$ cat config.mk
export PLATFORM = sky130hd
export DESIGN_NAME = watchdog_power_fail_supervisor
export DESIGN_NICKNAME = d
export VERILOG_FILES = /design/src/sup_pkg.sv /design/src/watchdog_power_fail_supervisor.sv
export VERILOG_INCLUDE_DIRS = /design/src
export SDC_FILE = /design/constraint.sdc
export NUM_CORES = 1
export LEC_CHECK = 0
export BUFFER_PORTS_ARGS = -buffer_cell sky130_fd_sc_hd__buf_4
export CAP_MARGIN = 20
export CORE_MARGIN = 2
export CORE_UTILIZATION = 43
export DETAILED_ROUTE_END_ITERATION = 6
export PLACE_DENSITY = 0.63
export SYNTH_ARGS = -nofsm -noshare
export SYNTH_HDL_FRONTEND = slang
export SYNTH_SLANG_ARGS = --single-unit
$ cat constraint.sdc
create_clock -name ref_clk -period 2.6 [get_ports ref_clk]
set_input_delay 0.78 -clock ref_clk [delete_from_list [all_inputs] [get_ports ref_clk]]
set_output_delay 0.78 -clock ref_clk [all_outputs]
set_load 0.005 [all_outputs]
$ cat src/sup_params.svh
// register map, field positions, reset values and timing counts of the supervisor
`ifndef SUP_PARAMS_SVH
`define SUP_PARAMS_SVH
`define SUP_ADDR_CLKCTL 8'h8E
`define SUP_ADDR_WDCTL 8'hD8
`define SUP_ADDR_EIE 8'hE8
`define SUP_ADDR_TA 8'hC7
`define SUP_TA_KEY1 8'hAA
`define SUP_TA_KEY2 8'h55
`define SUP_TA_WIN 2'h2
`define SUP_SEL_HI 7
`define SUP_SEL_LO 6
`define SUP_POR_FLAG 6
`define SUP_PF_EN 5
`define SUP_PF_FLAG 4
`define SUP_WDOG_IRQ_FLAG 3
`define SUP_WDOG_RESET_OCCURRED_FLAG 2
`define SUP_EWT 1
`define SUP_RWT 0
`define SUP_WDOG_IRQ_ENABLE 4
`define SUP_CLKCTL_RST 8'h01
`define SUP_WDCTL_RST 8'h40
`define SUP_EIE_RST 8'h00
`define SUP_WD_INTV_0 32'h0002_0000
`define SUP_WD_INTV_1 32'h0010_0000
`define SUP_WD_INTV_2 32'h0080_0000
`define SUP_WD_INTV_3 32'h0400_0000
`define SUP_WD_PRE_LAST 9'h1FF
`define SUP_POR_CLKS 32'h0001_0000
`define SUP_WD_RST_LAST 3'h3
`define SUP_PFI_VEC 16'h0033
`define SUP_WDOG_TIMEOUT_IRQ_VEC 16'h0063
`endif

$ cat src/sup_pkg.sv
// types shared by the supervisor and its users
package sup_pkg;
	typedef enum logic [1:0] {
		RS_HOLD = 2'b00,
		RS_POR = 2'b01,
		RS_RUN = 2'b10,
		RS_WDRST = 2'b11
	} rst_e;
	typedef enum logic {
		TA_IDLE = 1'b0,
		TA_GOT_KEY1 = 1'b1
	} ta_e;
	typedef struct packed {
		logic [7:0] addr;
		logic wr;
		logic rd;
		logic [7:0] wdata;
	} sfr_req_s;
	typedef struct packed {
		logic below_reset;
		logic below_warning;
		logic osc_running;
	} supply_s;
	typedef struct packed {
		logic [7:0] clkctl;
		logic [7:0] wdctl;
		logic [7:0] extended_interrupt_enable;
		ta_e ta;
		logic [1:0] ta_win;
		logic [25:0] wd_cnt;
		logic wd_phase;
		rst_e rst;
		logic [16:0] por_cnt;
		logic [2:0] wrst_cnt;
		logic [7:0] rdata;
		logic cpu_rst;
		logic irq_req;
		logic [15:0] irq_vec;
		logic idle_wake;
	} sup_state_s;
endpackage

$ cat src/watchdog_power_fail_supervisor.sv
// watchdog, power-on / brown-out reset and power-fail warning with timed-access sfr guard
`timescale 1ns/1ps
`include "sup_params.svh"
`default_nettype none
module watchdog_power_fail_supervisor #(
	parameter int unsigned WD_INTV_0 = `SUP_WD_INTV_0,
	parameter int unsigned WD_INTV_1 = `SUP_WD_INTV_1,
	parameter int unsigned WD_INTV_2 = `SUP_WD_INTV_2,
	parameter int unsigned WD_INTV_3 = `SUP_WD_INTV_3,
	parameter int unsigned POR_CLKS = `SUP_POR_CLKS
) (
	// clock and reset
	input wire logic ref_clk,
	input wire logic arst_n,
	// special-function register port
	input wire sup_pkg::sfr_req_s sfr_req,
	output logic [7:0] sfr_rdata,
	// analogue comparators and oscillator status
	input wire sup_pkg::supply_s supply,
	// to the processor
	output logic cpu_reset,
	output logic irq_req,
	output logic [15:0] irq_vector,
	output logic idle_wake
);
	sup_pkg::sup_state_s st_ff;
	sup_pkg::sup_state_s nxt_st;
	logic ta_open;
	logic wr_wd;
	logic wr_ta;
	logic running;
	logic wd_en;
	logic restart;
	logic [25:0] intv_last;
	logic pf_irq;
	logic wd_irq;

	// --------------------------------------------------------------
	// decode
	// --------------------------------------------------------------
	assign ta_open = st_ff.ta_win != 2'h0;
	assign wr_wd = sfr_req.wr && sfr_req.addr == `SUP_ADDR_WDCTL;
	assign wr_ta = sfr_req.wr && sfr_req.addr == `SUP_ADDR_TA;
	assign running = st_ff.rst == sup_pkg::RS_RUN;
	assign wd_en = st_ff.wdctl[`SUP_EWT];
	assign restart = wr_wd && ta_open && sfr_req.wdata[`SUP_RWT];
	assign pf_irq = st_ff.wdctl[`SUP_PF_EN] && st_ff.wdctl[`SUP_PF_FLAG];
	assign wd_irq = st_ff.extended_interrupt_enable[`SUP_WDOG_IRQ_ENABLE] && st_ff.wdctl[`SUP_WDOG_IRQ_FLAG];

	always_comb begin
		unique case ({st_ff.clkctl[`SUP_SEL_HI], st_ff.clkctl[`SUP_SEL_LO]})
			2'b00: intv_last = 26'(WD_INTV_0 - 1);
			2'b01: intv_last = 26'(WD_INTV_1 - 1);
			2'b10: intv_last = 26'(WD_INTV_2 - 1);
			2'b11: intv_last = 26'(WD_INTV_3 - 1);
		endcase
	end

	// --------------------------------------------------------------
	// next state
	// --------------------------------------------------------------
	always_comb begin
		nxt_st = st_ff;
		nxt_st.idle_wake = 1'b0;

		// timed-access key sequence; any other write breaks it
		if (st_ff.ta_win != 2'h0) begin
			nxt_st.ta_win = st_ff.ta_win - 2'h1;
		end
		if (sfr_req.wr) begin
			nxt_st.ta = sup_pkg::TA_IDLE;
		end
		if (wr_ta && sfr_req.wdata == `SUP_TA_KEY1) begin
			nxt_st.ta = sup_pkg::TA_GOT_KEY1;
		end
		if (wr_ta && sfr_req.wdata == `SUP_TA_KEY2 && st_ff.ta == sup_pkg::TA_GOT_KEY1) begin
			nxt_st.ta_win = `SUP_TA_WIN;
		end

		// register writes
		if (sfr_req.wr && sfr_req.addr == `SUP_ADDR_CLKCTL) begin
			nxt_st.clkctl = sfr_req.wdata;
		end
		if (sfr_req.wr && sfr_req.addr == `SUP_ADDR_EIE) begin
			nxt_st.extended_interrupt_enable = sfr_req.wdata;
		end
		if (wr_wd) begin
			nxt_st.wdctl[7] = sfr_req.wdata[7];
			nxt_st.wdctl[`SUP_PF_EN] = sfr_req.wdata[`SUP_PF_EN];
			nxt_st.wdctl[`SUP_PF_FLAG] = sfr_req.wdata[`SUP_PF_FLAG];
			nxt_st.wdctl[`SUP_WDOG_RESET_OCCURRED_FLAG] = sfr_req.wdata[`SUP_WDOG_RESET_OCCURRED_FLAG];
			if (ta_open) begin
				// one protected write per window
				nxt_st.ta_win = 2'h0;
				nxt_st.wdctl[`SUP_POR_FLAG] = sfr_req.wdata[`SUP_POR_FLAG];
				nxt_st.wdctl[`SUP_WDOG_IRQ_FLAG] = sfr_req.wdata[`SUP_WDOG_IRQ_FLAG];
				nxt_st.wdctl[`SUP_EWT] = sfr_req.wdata[`SUP_EWT];
			end
		end
		nxt_st.wdctl[`SUP_RWT] = 1'b0;

		// hardware sets win over a software clear in the same cycle
		if (supply.below_warning) begin
			nxt_st.wdctl[`SUP_PF_FLAG] = 1'b1;
		end

		// watchdog counters
		if (!running) begin
			nxt_st.wd_cnt = 26'h0;
			nxt_st.wd_phase = 1'b0;
		end else if (restart) begin
			nxt_st.wd_cnt = 26'h0;
			nxt_st.wd_phase = 1'b0;
		end else if (wd_en) begin
			nxt_st.wd_cnt = st_ff.wd_cnt + 26'h1;
			if (!st_ff.wd_phase && st_ff.wd_cnt == intv_last) begin
				nxt_st.wd_cnt = 26'h0;
				nxt_st.wd_phase = 1'b1;
				nxt_st.wdctl[`SUP_WDOG_IRQ_FLAG] = 1'b1;
				nxt_st.idle_wake = st_ff.extended_interrupt_enable[`SUP_WDOG_IRQ_ENABLE];
			end else if (st_ff.wd_phase && st_ff.wd_cnt[8:0] == `SUP_WD_PRE_LAST) begin
				nxt_st.rst = sup_pkg::RS_WDRST;
				nxt_st.wrst_cnt = 3'h0;
				nxt_st.wdctl[`SUP_WDOG_RESET_OCCURRED_FLAG] = 1'b1;
			end
		end

		// reset sequencer
		unique case (st_ff.rst)
			sup_pkg::RS_HOLD: begin
				nxt_st.por_cnt = 17'h0;
				nxt_st.clkctl = `SUP_CLKCTL_RST;
				nxt_st.wdctl = `SUP_WDCTL_RST;
				nxt_st.extended_interrupt_enable = `SUP_EIE_RST;
				nxt_st.ta = sup_pkg::TA_IDLE;
				nxt_st.ta_win = 2'h0;
				if (supply.osc_running) begin
					nxt_st.rst = sup_pkg::RS_POR;
				end
			end
			sup_pkg::RS_POR: begin
				nxt_st.por_cnt = st_ff.por_cnt + 17'h1;
				if (st_ff.por_cnt == 17'(POR_CLKS - 1)) begin
					nxt_st.rst = sup_pkg::RS_RUN;
				end
			end
			sup_pkg::RS_RUN: begin
			end
			sup_pkg::RS_WDRST: begin
				nxt_st.wrst_cnt = st_ff.wrst_cnt + 3'h1;
				if (st_ff.wrst_cnt == `SUP_WD_RST_LAST) begin
					nxt_st.rst = sup_pkg::RS_RUN;
				end
			end
		endcase
		// brown-out overrides everything, and a dead oscillator restarts the count
		if (supply.below_reset || !supply.osc_running) begin
			nxt_st.rst = sup_pkg::RS_HOLD;
		end
		nxt_st.cpu_rst = nxt_st.rst != sup_pkg::RS_RUN;

		// interrupt request; the power-fail source always takes the vector
		nxt_st.irq_req = running && (pf_irq || wd_irq);
		if (pf_irq) begin
			nxt_st.irq_vec = `SUP_PFI_VEC;
		end else begin
			nxt_st.irq_vec = `SUP_WDOG_TIMEOUT_IRQ_VEC;
		end

		// read data, registered so the port comes from a flip-flop
		if (sfr_req.rd) begin
			unique case (sfr_req.addr)
				`SUP_ADDR_CLKCTL: nxt_st.rdata = st_ff.clkctl;
				`SUP_ADDR_WDCTL: nxt_st.rdata = st_ff.wdctl;
				`SUP_ADDR_EIE: nxt_st.rdata = st_ff.extended_interrupt_enable;
				default: nxt_st.rdata = 8'h00;
			endcase
		end
	end

	always_ff @(posedge ref_clk or negedge arst_n) begin
		if (!arst_n) begin
			st_ff <= '0;
			st_ff.cpu_rst <= 1'b1;
		end else begin
			st_ff <= nxt_st;
		end
	end

	assign sfr_rdata = st_ff.rdata;
	assign cpu_reset = st_ff.cpu_rst;
	assign irq_req = st_ff.irq_req;
	assign irq_vector = st_ff.irq_vec;
	assign idle_wake = st_ff.idle_wake;
endmodule
`default_nettype wire

==> flow_summary.yaml, run 1 <==
route:
  vias: 3771
  wire_per_inst_um: 15.2
  wl_met1_um: 4780
  antenna_left: 0
  drtIter0Drc: 195
  wl_met3_um: 388
  top_layer: "met4"
  remaining_drc_errors: 0
  wl_met2_um: 4760
  viasPerCell: 5.66
  routed_wl_um: 10100
  dr.pass1.iters: 5
sta:
  drv_slew: 0
  period_share_pct: 83.3
  relSlewSlack_pct: 46.2
  finalSetupViolCount: 0
  setup_tns_ns: 0
  fmax_mhz: 462
  hold_viol_final: 0
  grt_setup_unrepaired: "false"
  skew_ns: 0.00782
  layout_min_cycle_time_ns: 2.17
  worst-slew-pin-transition_ns: 0.799
setup_path:
  startpoint_type: "register"
  cp_max_fo: 15
  critPathKind: "register to register"
  endpoint_kind: "register"
  rr_worst_depth: 6
  critical-path-max-stage-delay_ns: 0.51
  cp.required_ns: 2.82
  cp.arrival_ns: 2.39
  cp_slowest_cell: "nor4_2"
  path_cells: "nand4_2 > nor4_2 > nand4_4 > nand3_1 > buf_4 > o311ai_0"
die:
  io_pins: 50
  rows: 38
  die_area_mm2: 0.0119
  initial_core_util_pct: 44.0
  die_y_um: 109
  core_region_area_mm2: 0.0108
  die-width_um: 109
power_and_ir_drop:
  peakVddDrop_uv: 295
  p_leak_nw: 2.30
  power.switching_mw: 0.564
  clkPwrFrac_pct: 40.3
  seq_power_share_pct: 55.0
  switching_share_pct: 22.3
  combPwrFrac_pct: 4.7
  powerDensity_mw_per_mm2: 473
  internal-power_mw: 1.97
place:
  place_congestion: 0.806
  port_buffers: 38
  postPlaceCellArea_mm2: 0.00514
  dp_hpwl_um: 7180
synthesis:
  synth_common_cells: "dfrtp_1 (88), nand2_1 (50), nor2_1 (45)"
  syn_area_per_cell_um2: 9.70
  async_flop_share_pct: 100
  synth_top_area_share_pct: 46.3
  synth_seq_cells: 89
  synthAdderAreaFrac_pct: 1.58
  synthSimpleGateAreaFrac_pct: 23.3
  syn_area_mm2: 0.00475
  seq_area_frac_synth_pct: 46.9
  synthFlopType: "dfrtp_1"
  synth_top_family_by_area: "simple AND/OR/NAND/NOR gates"
  yosysTopAreaCell: "dfrtp_1"
  muxShareOfSynthArea_pct: 4.00
  synth-edff-count: 0
  synth_compound_area_share_pct: 14.0
  synth.area.top_cells: "dfrtp_1 (46%), mux2i_1 (4.0%), nand2_1 (3.9%)"
  synth.most_common_cell: "dfrtp_1"
  yosys.cell_types.count: 63
  yosys_warnings: 0
  synth_cells: 490
  synth_xor_area_share_pct: 2.95
final_layout:
  syn_to_final_growth_pct: 12.5
  antenna_cells: 0
  fill_cells: 1000
  final_cell_area_mm2: 0.00535
  layout.nets: 552
  layout-drive-gt1-share_pct: 17.1
run_status:
  status: "completed"
clocking:
  root_buffer: "clkbuf_8"
  cts.clk_slew.worst_paths_ns: 0.08
  cts_tree: "built"
  clockBufferDepth: 2
  post-cts-setup-buffers: 0
  cts.sinks: 89
  htreeDepth: 3
  hold_buffers: 0
  numCtsBuffers: 9
  cts.repair.resized: 0
  worstSkewPairLatency_ns: 0.37
grt:
  grt_use_total_pct: 18.9
  grt_pass1_wl_um: 17800
  grt_max_degree: 51
  grt_pass1_vias: 3695
  antenna_found_initial: 0
  grt_overflow: 0
hold_path:
  hold_path_class: "input pin to asynchronous set/reset pin"
run:
  maxCapViolCount: 0
power groups by stage:
stage               Sequential (mW)  Clock (mW)  Combinational (mW)
global placement               1.42           0               0.120
CTS                            1.39        1.04               0.122
floorplan                      1.42           0              0.0510
detailed placement             1.42           0               0.122
finish                         1.39        1.02               0.119
global route                   1.39        1.10               0.136
cell type report:
type / instances / area [µm²] / area share [%]
clock buffer: 9 / 124 / 2.32
clock inverter: 5 / 81.3 / 1.52
inverter: 21 / 78.8 / 1.47
multi-input combinational: 347 / 2220 / 41.6
sequential: 89 / 2230 / 41.7
tap: 140 / 175 / 3.28
timing repair buffer: 55 / 438 / 8.19
critical path, delay by kind of cell (launching register included):
family,cells,cell delay [ns]
AND/OR/NAND/NOR,4,1.25
flip-flops,1,0.48
buffers and inverters,1,0.18
AO/OA/AOI/OAI,1,0.12
per-stage QoR:
stage               hold slack, ns  instances  util, %  power (mW)  worst slack, ns
CTS                          0.281        666     49.5        2.56            0.453
floorplan                    0.452        500        -        1.47            0.538
global placement             0.472        652     47.6        1.54            0.299
finish                       0.290        666     49.5        2.53            0.433
global route                 0.297        666     49.5        2.63            0.282
detailed placement           0.473        652     47.6        1.54            0.236
cell families (layout without fill, tap and decap cells):
group / Yosys count / after routing
buffers and inverters: 64 / 90
multiplexers: 19 / 19
XOR/XNOR: 16 / 16
AND/OR/NAND/NOR: 200 / 200
AO/OA/AOI/OAI: 94 / 94
adder cells (fa/ha/maj): 6 / 6
other: 2 / 12
flip-flops: 89 / 89
layer usage:
| layer | vias to the layer above | global-route usage [%] |
|---|---|---|
| met3 | 12 | 2.63 |
| met5 | - | 0 |
| met4 | 0 | 7.51 |
| met1 | 1872 | 26.1 |
| met2 | 66 | 30.2 |
| li1 | 1821 | - |
worst paths after layout:
| path | slack, ns | endpoint | startpoint |
|---|---|---|---|
| hold / removal | 0.29 | st_ff[40] | arst_n |
| hold reg to reg | 0.49 | st_ff[56] | st_ff[56] |
| setup / recovery | 0.43 | st_ff[63] | st_ff[63] |
| setup reg to reg | 0.43 | st_ff[63] | st_ff[63] |
| min in group ref_clk | 0.49 | st_ff[56] | st_ff[56] |
| max in group asynchronous | 1.74 | st_ff[59] | arst_n |
placed cells by master (no fill, tap or decap), drive strengths merged, types with 5 or more instances in the layout:
cell | netlist | layout
a21oi | 17 | 17
inv | 21 | 22
o211ai | 6 | 6
mux2i | 19 | 19
nor4bb | 5 | 5
nor3 | 8 | 8
a31oi | 5 | 5
dfrtp | 88 | 88
nand2b | 6 | 6
conb | 2 | 12
clkbuf | 13 | 9
o22ai | 12 | 12
xor2 | 11 | 11
nand3 | 30 | 30
o31ai | 10 | 10
nor4 | 5 | 5
nand4 | 22 | 22
ha | 6 | 6
buf | 30 | 55
a222oi | 7 | 7
o21ai | 14 | 14
nor2 | 45 | 45
nand2 | 50 | 50
a32oi | 8 | 8
xnor2 | 5 | 5
registers in the layout, indices dropped and copies added (netlist names):
signal / count
irq_vector: 3
sfr_rdata: 8
cpu_reset: 1
irq_req: 1
st_ff: 75
idle_wake: 1
Note: power is estimated with default switching activity, not from simulation.
==> run 2: changes to the inputs <==
--- a/config.mk
+++ b/config.mk
@@ -11,7 +11,7 @@
 export CORE_MARGIN = 2
 export CORE_UTILIZATION = 43
 export DETAILED_ROUTE_END_ITERATION = 6
-export PLACE_DENSITY = 0.63
+export PLACE_DENSITY = 0.66
 export SYNTH_ARGS = -nofsm -noshare
 export SYNTH_HDL_FRONTEND = slang
 export SYNTH_SLANG_ARGS = --single-unit
==> constraint.sdc (replaced) <==
create_clock -name ref_clk -period 1.76 [get_ports ref_clk]
set_input_delay 0.528 -clock ref_clk [delete_from_list [all_inputs] [get_ports ref_clk]]
set_output_delay 0.528 -clock ref_clk [all_outputs]
set_load 0.005 [all_outputs]
==> run 2 against run 1 <==
  * The flow now finishes with violations (negative setup slack)
  * Clock skew increased by 0.0070 ns
  * Register-to-register slack got worse by 0.59 ns
  * Routed wire length increased by 12%
==> flow_summary.yaml, run 2 (synthesis results as in run 1) <==
run_status:
  status: "finished with violations"
  violations: "negative setup slack"
sta:
  hold_viol_final: 0
  setup_slack_ns: -0.158
  layout_min_cycle_time_ns: 1.92
  setup_tns_ns: -1.41
  skew_ns: 0.0149
  fmax_mhz: 521
  finalSetupViolCount: 15
  drv_slew: 0
  grt_setup_unrepaired: "true"
  relSlewSlack_pct: 40.7
  period_share_pct: 109
  worst-slew-pin-transition_ns: 0.882
  hold-worst-slack_ns: 0.0560
grt:
  grt_pass1_wl_um: 19400
  grt_overflow: 0
  grt_use_total_pct: 20.5
  antenna_found_initial: 0
  grt_max_degree: 43
  grt_pass1_vias: 4110
die:
  core_region_area_mm2: 0.0108
  die-width_um: 109
  die_y_um: 109
  initial_core_util_pct: 44.0
  rows: 38
  io_pins: 50
  die_area_mm2: 0.0119
clocking:
  worstSkewPairLatency_ns: 0.38
  cts.clk_slew.worst_paths_ns: 0.10
  numCtsBuffers: 9
  clockBufferDepth: 2
  root_buffer: "clkbuf_8"
  cts_tree: "built"
  hold_buffers: 0
  cts.sinks: 89
  htreeDepth: 3
power_and_ir_drop:
  combPwrFrac_pct: 5.4
  clkPwrFrac_pct: 37.2
  power.switching_mw: 0.925
  seq_power_share_pct: 57.4
  p_leak_nw: 2.63
  internal-power_mw: 2.66
  peakVddDrop_uv: 317
  switching_share_pct: 25.8
  powerDensity_mw_per_mm2: 609
final_layout:
  syn_to_final_growth_pct: 23.8
  fill_cells: 933
  layout.nets: 608
  antenna_cells: 0
  top_register: "st_ff"
  layout-drive-gt1-share_pct: 28.3
  layout_commonest_cell: "buf_4"
  final_cell_mix: "buf_4 (105), dfrtp_1 (88), nand2_1 (48)"
  largest_reg_flops: 75
place:
  place_congestion: 0.885
  port_buffers: 38
  dp_hpwl_um: 8160
setup_path:
  cp.required_ns: 2.00
  critPathKind: "register to register"
  rrSetupSlack_ns: -0.16
  cp.arrival_ns: 2.16
  rr_startpoint: "st_ff[70]"
  rr_worst_depth: 6
  cp_max_fo: 13
  r2r-end: "st_ff[61]"
  endpoint_kind: "register"
  startpoint_type: "register"
route:
  viasPerCell: 5.61
  antenna_left: 0
  wire_per_inst_um: 15.6
  drtIter0Drc: 242
  remaining_drc_errors: 0
  vias: 4059
  routed_wl_um: 11300
  dr.pass1.iters: 5
run:
  maxCapViolCount: 0
hold_path:
  hold_path_class: "input pin to asynchronous set/reset pin"
-- run 2: changes by cell type in the layout (fill, tap and decap cells not counted), moves of 3 or more --
| cell | delta |
|---|---|
| a32oi_2 | +4 |
| buf_4 | +52 |
| a32oi_1 | -4 |
| nor2_1 | -3 |
| nor2_2 | +3 |
-- run 2: final cells by class --
| type | count | area, µm² | area share, % |
|---|---|---|---|
| clock inverter | 6 | 50.0 | 0.851 |
| tap | 140 | 175 | 2.98 |
| multi-input combinational | 347 | 2330 | 39.7 |
| inverter | 21 | 78.8 | 1.34 |
| sequential | 89 | 2230 | 37.9 |
| timing repair buffer | 111 | 891 | 15.1 |
| clock buffer | 10 | 128 | 2.17 |
-- run 2: power by group through the flow --
stage / logic, mW / clock network, mW / registers, mW
6_report: 0.193 / 1.33 / 2.06
4_1_cts: 0.197 / 1.37 / 2.06
2_1_floorplan: 0.0763 / 0 / 2.10
5_1_grt: 0.217 / 1.46 / 2.06
3_3_place_gp: 0.192 / 0 / 2.10
3_5_place_dp: 0.197 / 0 / 2.10
-- run 2: how the worst max path moves through the flow --
stage                 from  depth (start not counted)   endpoint
2_1_floorplan  sfr_req[12]                          6  st_ff[67]
3_3_place_gp   sfr_req[11]                          7  st_ff[84]
3_5_place_dp   sfr_req[12]                          8  st_ff[55]
4_1_cts          st_ff[70]                          6  st_ff[55]
5_1_grt          st_ff[70]                          6  st_ff[61]
6_report         st_ff[70]                          6  st_ff[61]
-- run 2: metrics by stage --
step                      setup slack, ns  util (%)  instance area, µm²  std cells  power (mW)
after floorplan                   -0.0502         -                4800        500        2.17
after global placement             -0.264      51.7                5580        705        2.29
after detailed placement           -0.307      51.7                5580        705        2.29
after CTS                          -0.149      53.6                5790        722        3.62
after global routing               -0.227      54.5                5880        724        3.74
final                              -0.158      54.5                5880        724        3.58
-- run 2: metal layers --
metal,track usage (%),share of wire [%]
met3,2.75,4.2
met5,0,0
met4,8.79,1.8
met2,33.9,49
met1,26.9,45
-- run 2: critical path, stage by stage, from the launching register on --
cell     delay, ns
dfrtp_1       0.39
or4_4         0.54
a22oi_4       0.21
nand4_4       0.14
buf_12        0.19
a32oi_1       0.20
o31ai_1       0.12
-- run 2: timing repair --
item | CTS | global route
pin swaps | 3 | 9
gates resized for setup | 5 | 18
buffers inserted | 1 | 2
setup endpoints to repair | 21 | 31
==> run 3: changes to the inputs <==
--- a/config.mk
+++ b/config.mk
@@ -11,6 +11,7 @@
 export CORE_MARGIN = 2
 export CORE_UTILIZATION = 43
 export DETAILED_ROUTE_END_ITERATION = 6
+export MAX_ROUTING_LAYER = met4
 export PLACE_DENSITY = 0.66
 export SYNTH_ARGS = -nofsm -noshare
 export SYNTH_HDL_FRONTEND = slang
==> run 3 against run 2 <==
  * The run still ends with negative setup slack left
  * Hold slack better by 0.0085 ns
  * Cell count is 1.2% higher
  * Core utilization grew 1.6 points
  * Fmax decreased by 0.36%
  * Die area is the same
  * Global-route usage is 0.41 points higher
  * Non-clock buffer count up 9
  * Critical path type unchanged
==> flow_summary.yaml, run 3 (synthesis results as in run 1) <==
run_status:
  status: "finished with violations"
  violations: "negative setup slack"
setup_path:
  cp.arrival_ns: 2.17
  endpoint_kind: "register"
  cp_max_fo: 7
  startpoint_type: "register"
  critPathKind: "register to register"
  rr_startpoint: "st_ff[70]"
  cp.required_ns: 2.00
  rr_worst_depth: 6
  startpoint: "st_ff[70]"
power_and_ir_drop:
  peakVddDrop_uv: 431
  p_leak_nw: 2.73
  p_total_mw: 3.89
  powerDensity_mw_per_mm2: 642
die:
  die-width_um: 109
  die_y_um: 109
  core_region_area_mm2: 0.0108
  io_pins: 50
  die_area_mm2: 0.0119
  initial_core_util_pct: 44.0
  rows: 38
final_layout:
  final_cell_mix: "buf_4 (113), dfrtp_1 (87), nand2_1 (46)"
  antenna_cells: 0
  layout.nets: 617
  layout-drive-gt1-share_pct: 30.7
  top_register: "st_ff"
  syn_to_final_growth_pct: 27.3
  largest_reg_flops: 75
  final_cell_area_mm2: 0.00605
  layout_commonest_cell: "buf_4"
grt:
  grtUsageMet2_pct: 32.8
  grt_use_met3_pct: 3.95
  grt_pass1_wl_um: 19100
  use_met1_pct: 27.4
  busiest_layer: "met2"
  antenna_found_initial: 0
  grt_overflow: 0
  grt_use_total_pct: 20.9
  grt_max_degree: 42
  grt_pass1_vias: 3911
sta:
  hold_viol_final: 0
  fmax_mhz: 519
  finalSetupViolCount: 24
  setup_slack_ns: -0.165
  grt_setup_unrepaired: "true"
  skew_ns: 0.0124
  worst-slew-pin-transition_ns: 0.608
  period_share_pct: 109
  drv_slew: 0
  layout_min_cycle_time_ns: 1.93
  relSlewSlack_pct: 59.2
clocking:
  htreeDepth: 3
  cts_tree: "built"
  numCtsBuffers: 9
  worstSkewPairLatency_ns: 0.37
  cts.sinks: 89
  root_buffer: "clkbuf_8"
  clockBufferDepth: 2
  cts.clk_slew.worst_paths_ns: 0.09
route:
  antenna_left: 0
  drtIter0Drc: 279
  remaining_drc_errors: 0
  routed_wl_um: 11400
  dr.pass1.iters: 7
  vias: 4094
  wire_per_inst_um: 15.6
  viasPerCell: 5.59
hold_path:
  hold_path_class: "input pin to asynchronous set/reset pin"
place:
  port_buffers: 38
  place_congestion: 0.894
  dp_hpwl_um: 8240
  postPlaceCellArea_mm2: 0.00561
run:
  maxCapViolCount: 0
[run 3: changes by cell type in the layout (fill, tap and decap cells not counted), moves of 2 or more]
cell,delta
buf_4,+8
nand2_2,+2
bufinv_16,+2
inv_6,+2
nand2_1,-2
[run 3: what timing repair did]
item | in CTS | in global routing
buffers inserted | 1 | 6
pin swaps | 8 | 11
hold buffers | 0 | 0
gates resized for setup | 13 | 21
endpoints found under the setup margin | 25 | 45
[run 3: final timing paths]
check                           slack [ns]    endpoint
min in group ref_clk                  0.40   st_ff[91]
worst max register to register       -0.17   st_ff[55]
worst max-delay path                 -0.17   st_ff[55]
max in group asynchronous             1.16  st_ff[102]
worst min register to register        0.50   st_ff[46]
worst min-delay path                  0.06   st_ff[33]
[run 3: layout make-up]
| class | instances | area [µm²] |
|---|---|---|
| fill | 922 | 4740 |
| multi-input combinational | 347 | 2370 |
| sequential | 89 | 2230 |
| timing repair buffer | 120 | 962 |
| tap | 140 | 175 |
| clock buffer | 10 | 138 |
| clock inverter | 6 | 95.1 |
| inverter | 21 | 78.8 |
[run 3: power by group]
group          total (mW)  internal, mW  switching [mW]
sequential           2.06          2.05         0.00621
combinational       0.197        0.0788           0.118
clock                1.63         0.856           0.775
total                3.89          2.99           0.899
[run 3: layer usage]
| layer | up-vias | routed length [µm] | share of wire, % |
|---|---|---|---|
| li1 | 1952 | - | - |
| met1 | 2019 | 5070 | 44 |
| met2 | 110 | 5620 | 49 |
| met3 | 13 | 555 | 4.9 |
| met4 | 0 | 155 | 1.4 |
| met5 | - | 0 | 0 |
[run 3: worst max-delay path, stage by stage, from the launching register on]
cell and delay, ns:
dfrtp_1 0.39, or4_4 0.55, a22oi_4 0.22, nand4_4 0.17
buf_12 0.18, a32oi_2 0.20, o41ai_2 0.10
[run 3: stage by stage]
stage	TNS [ns]	hold WS (ns)	setup WS [ns]	utilization, %	instances
after floorplan	-0.369	0.232	-0.0502	-	500
after global placement	-9.17	0.462	-0.270	52.0	710
after detailed placement	-11.43	0.468	-0.391	52.0	710
after CTS	-1.88	0.0584	-0.155	54.7	727
after global routing	-3.95	0.0609	-0.236	56.1	733
final	-1.82	0.0644	-0.165	56.1	733
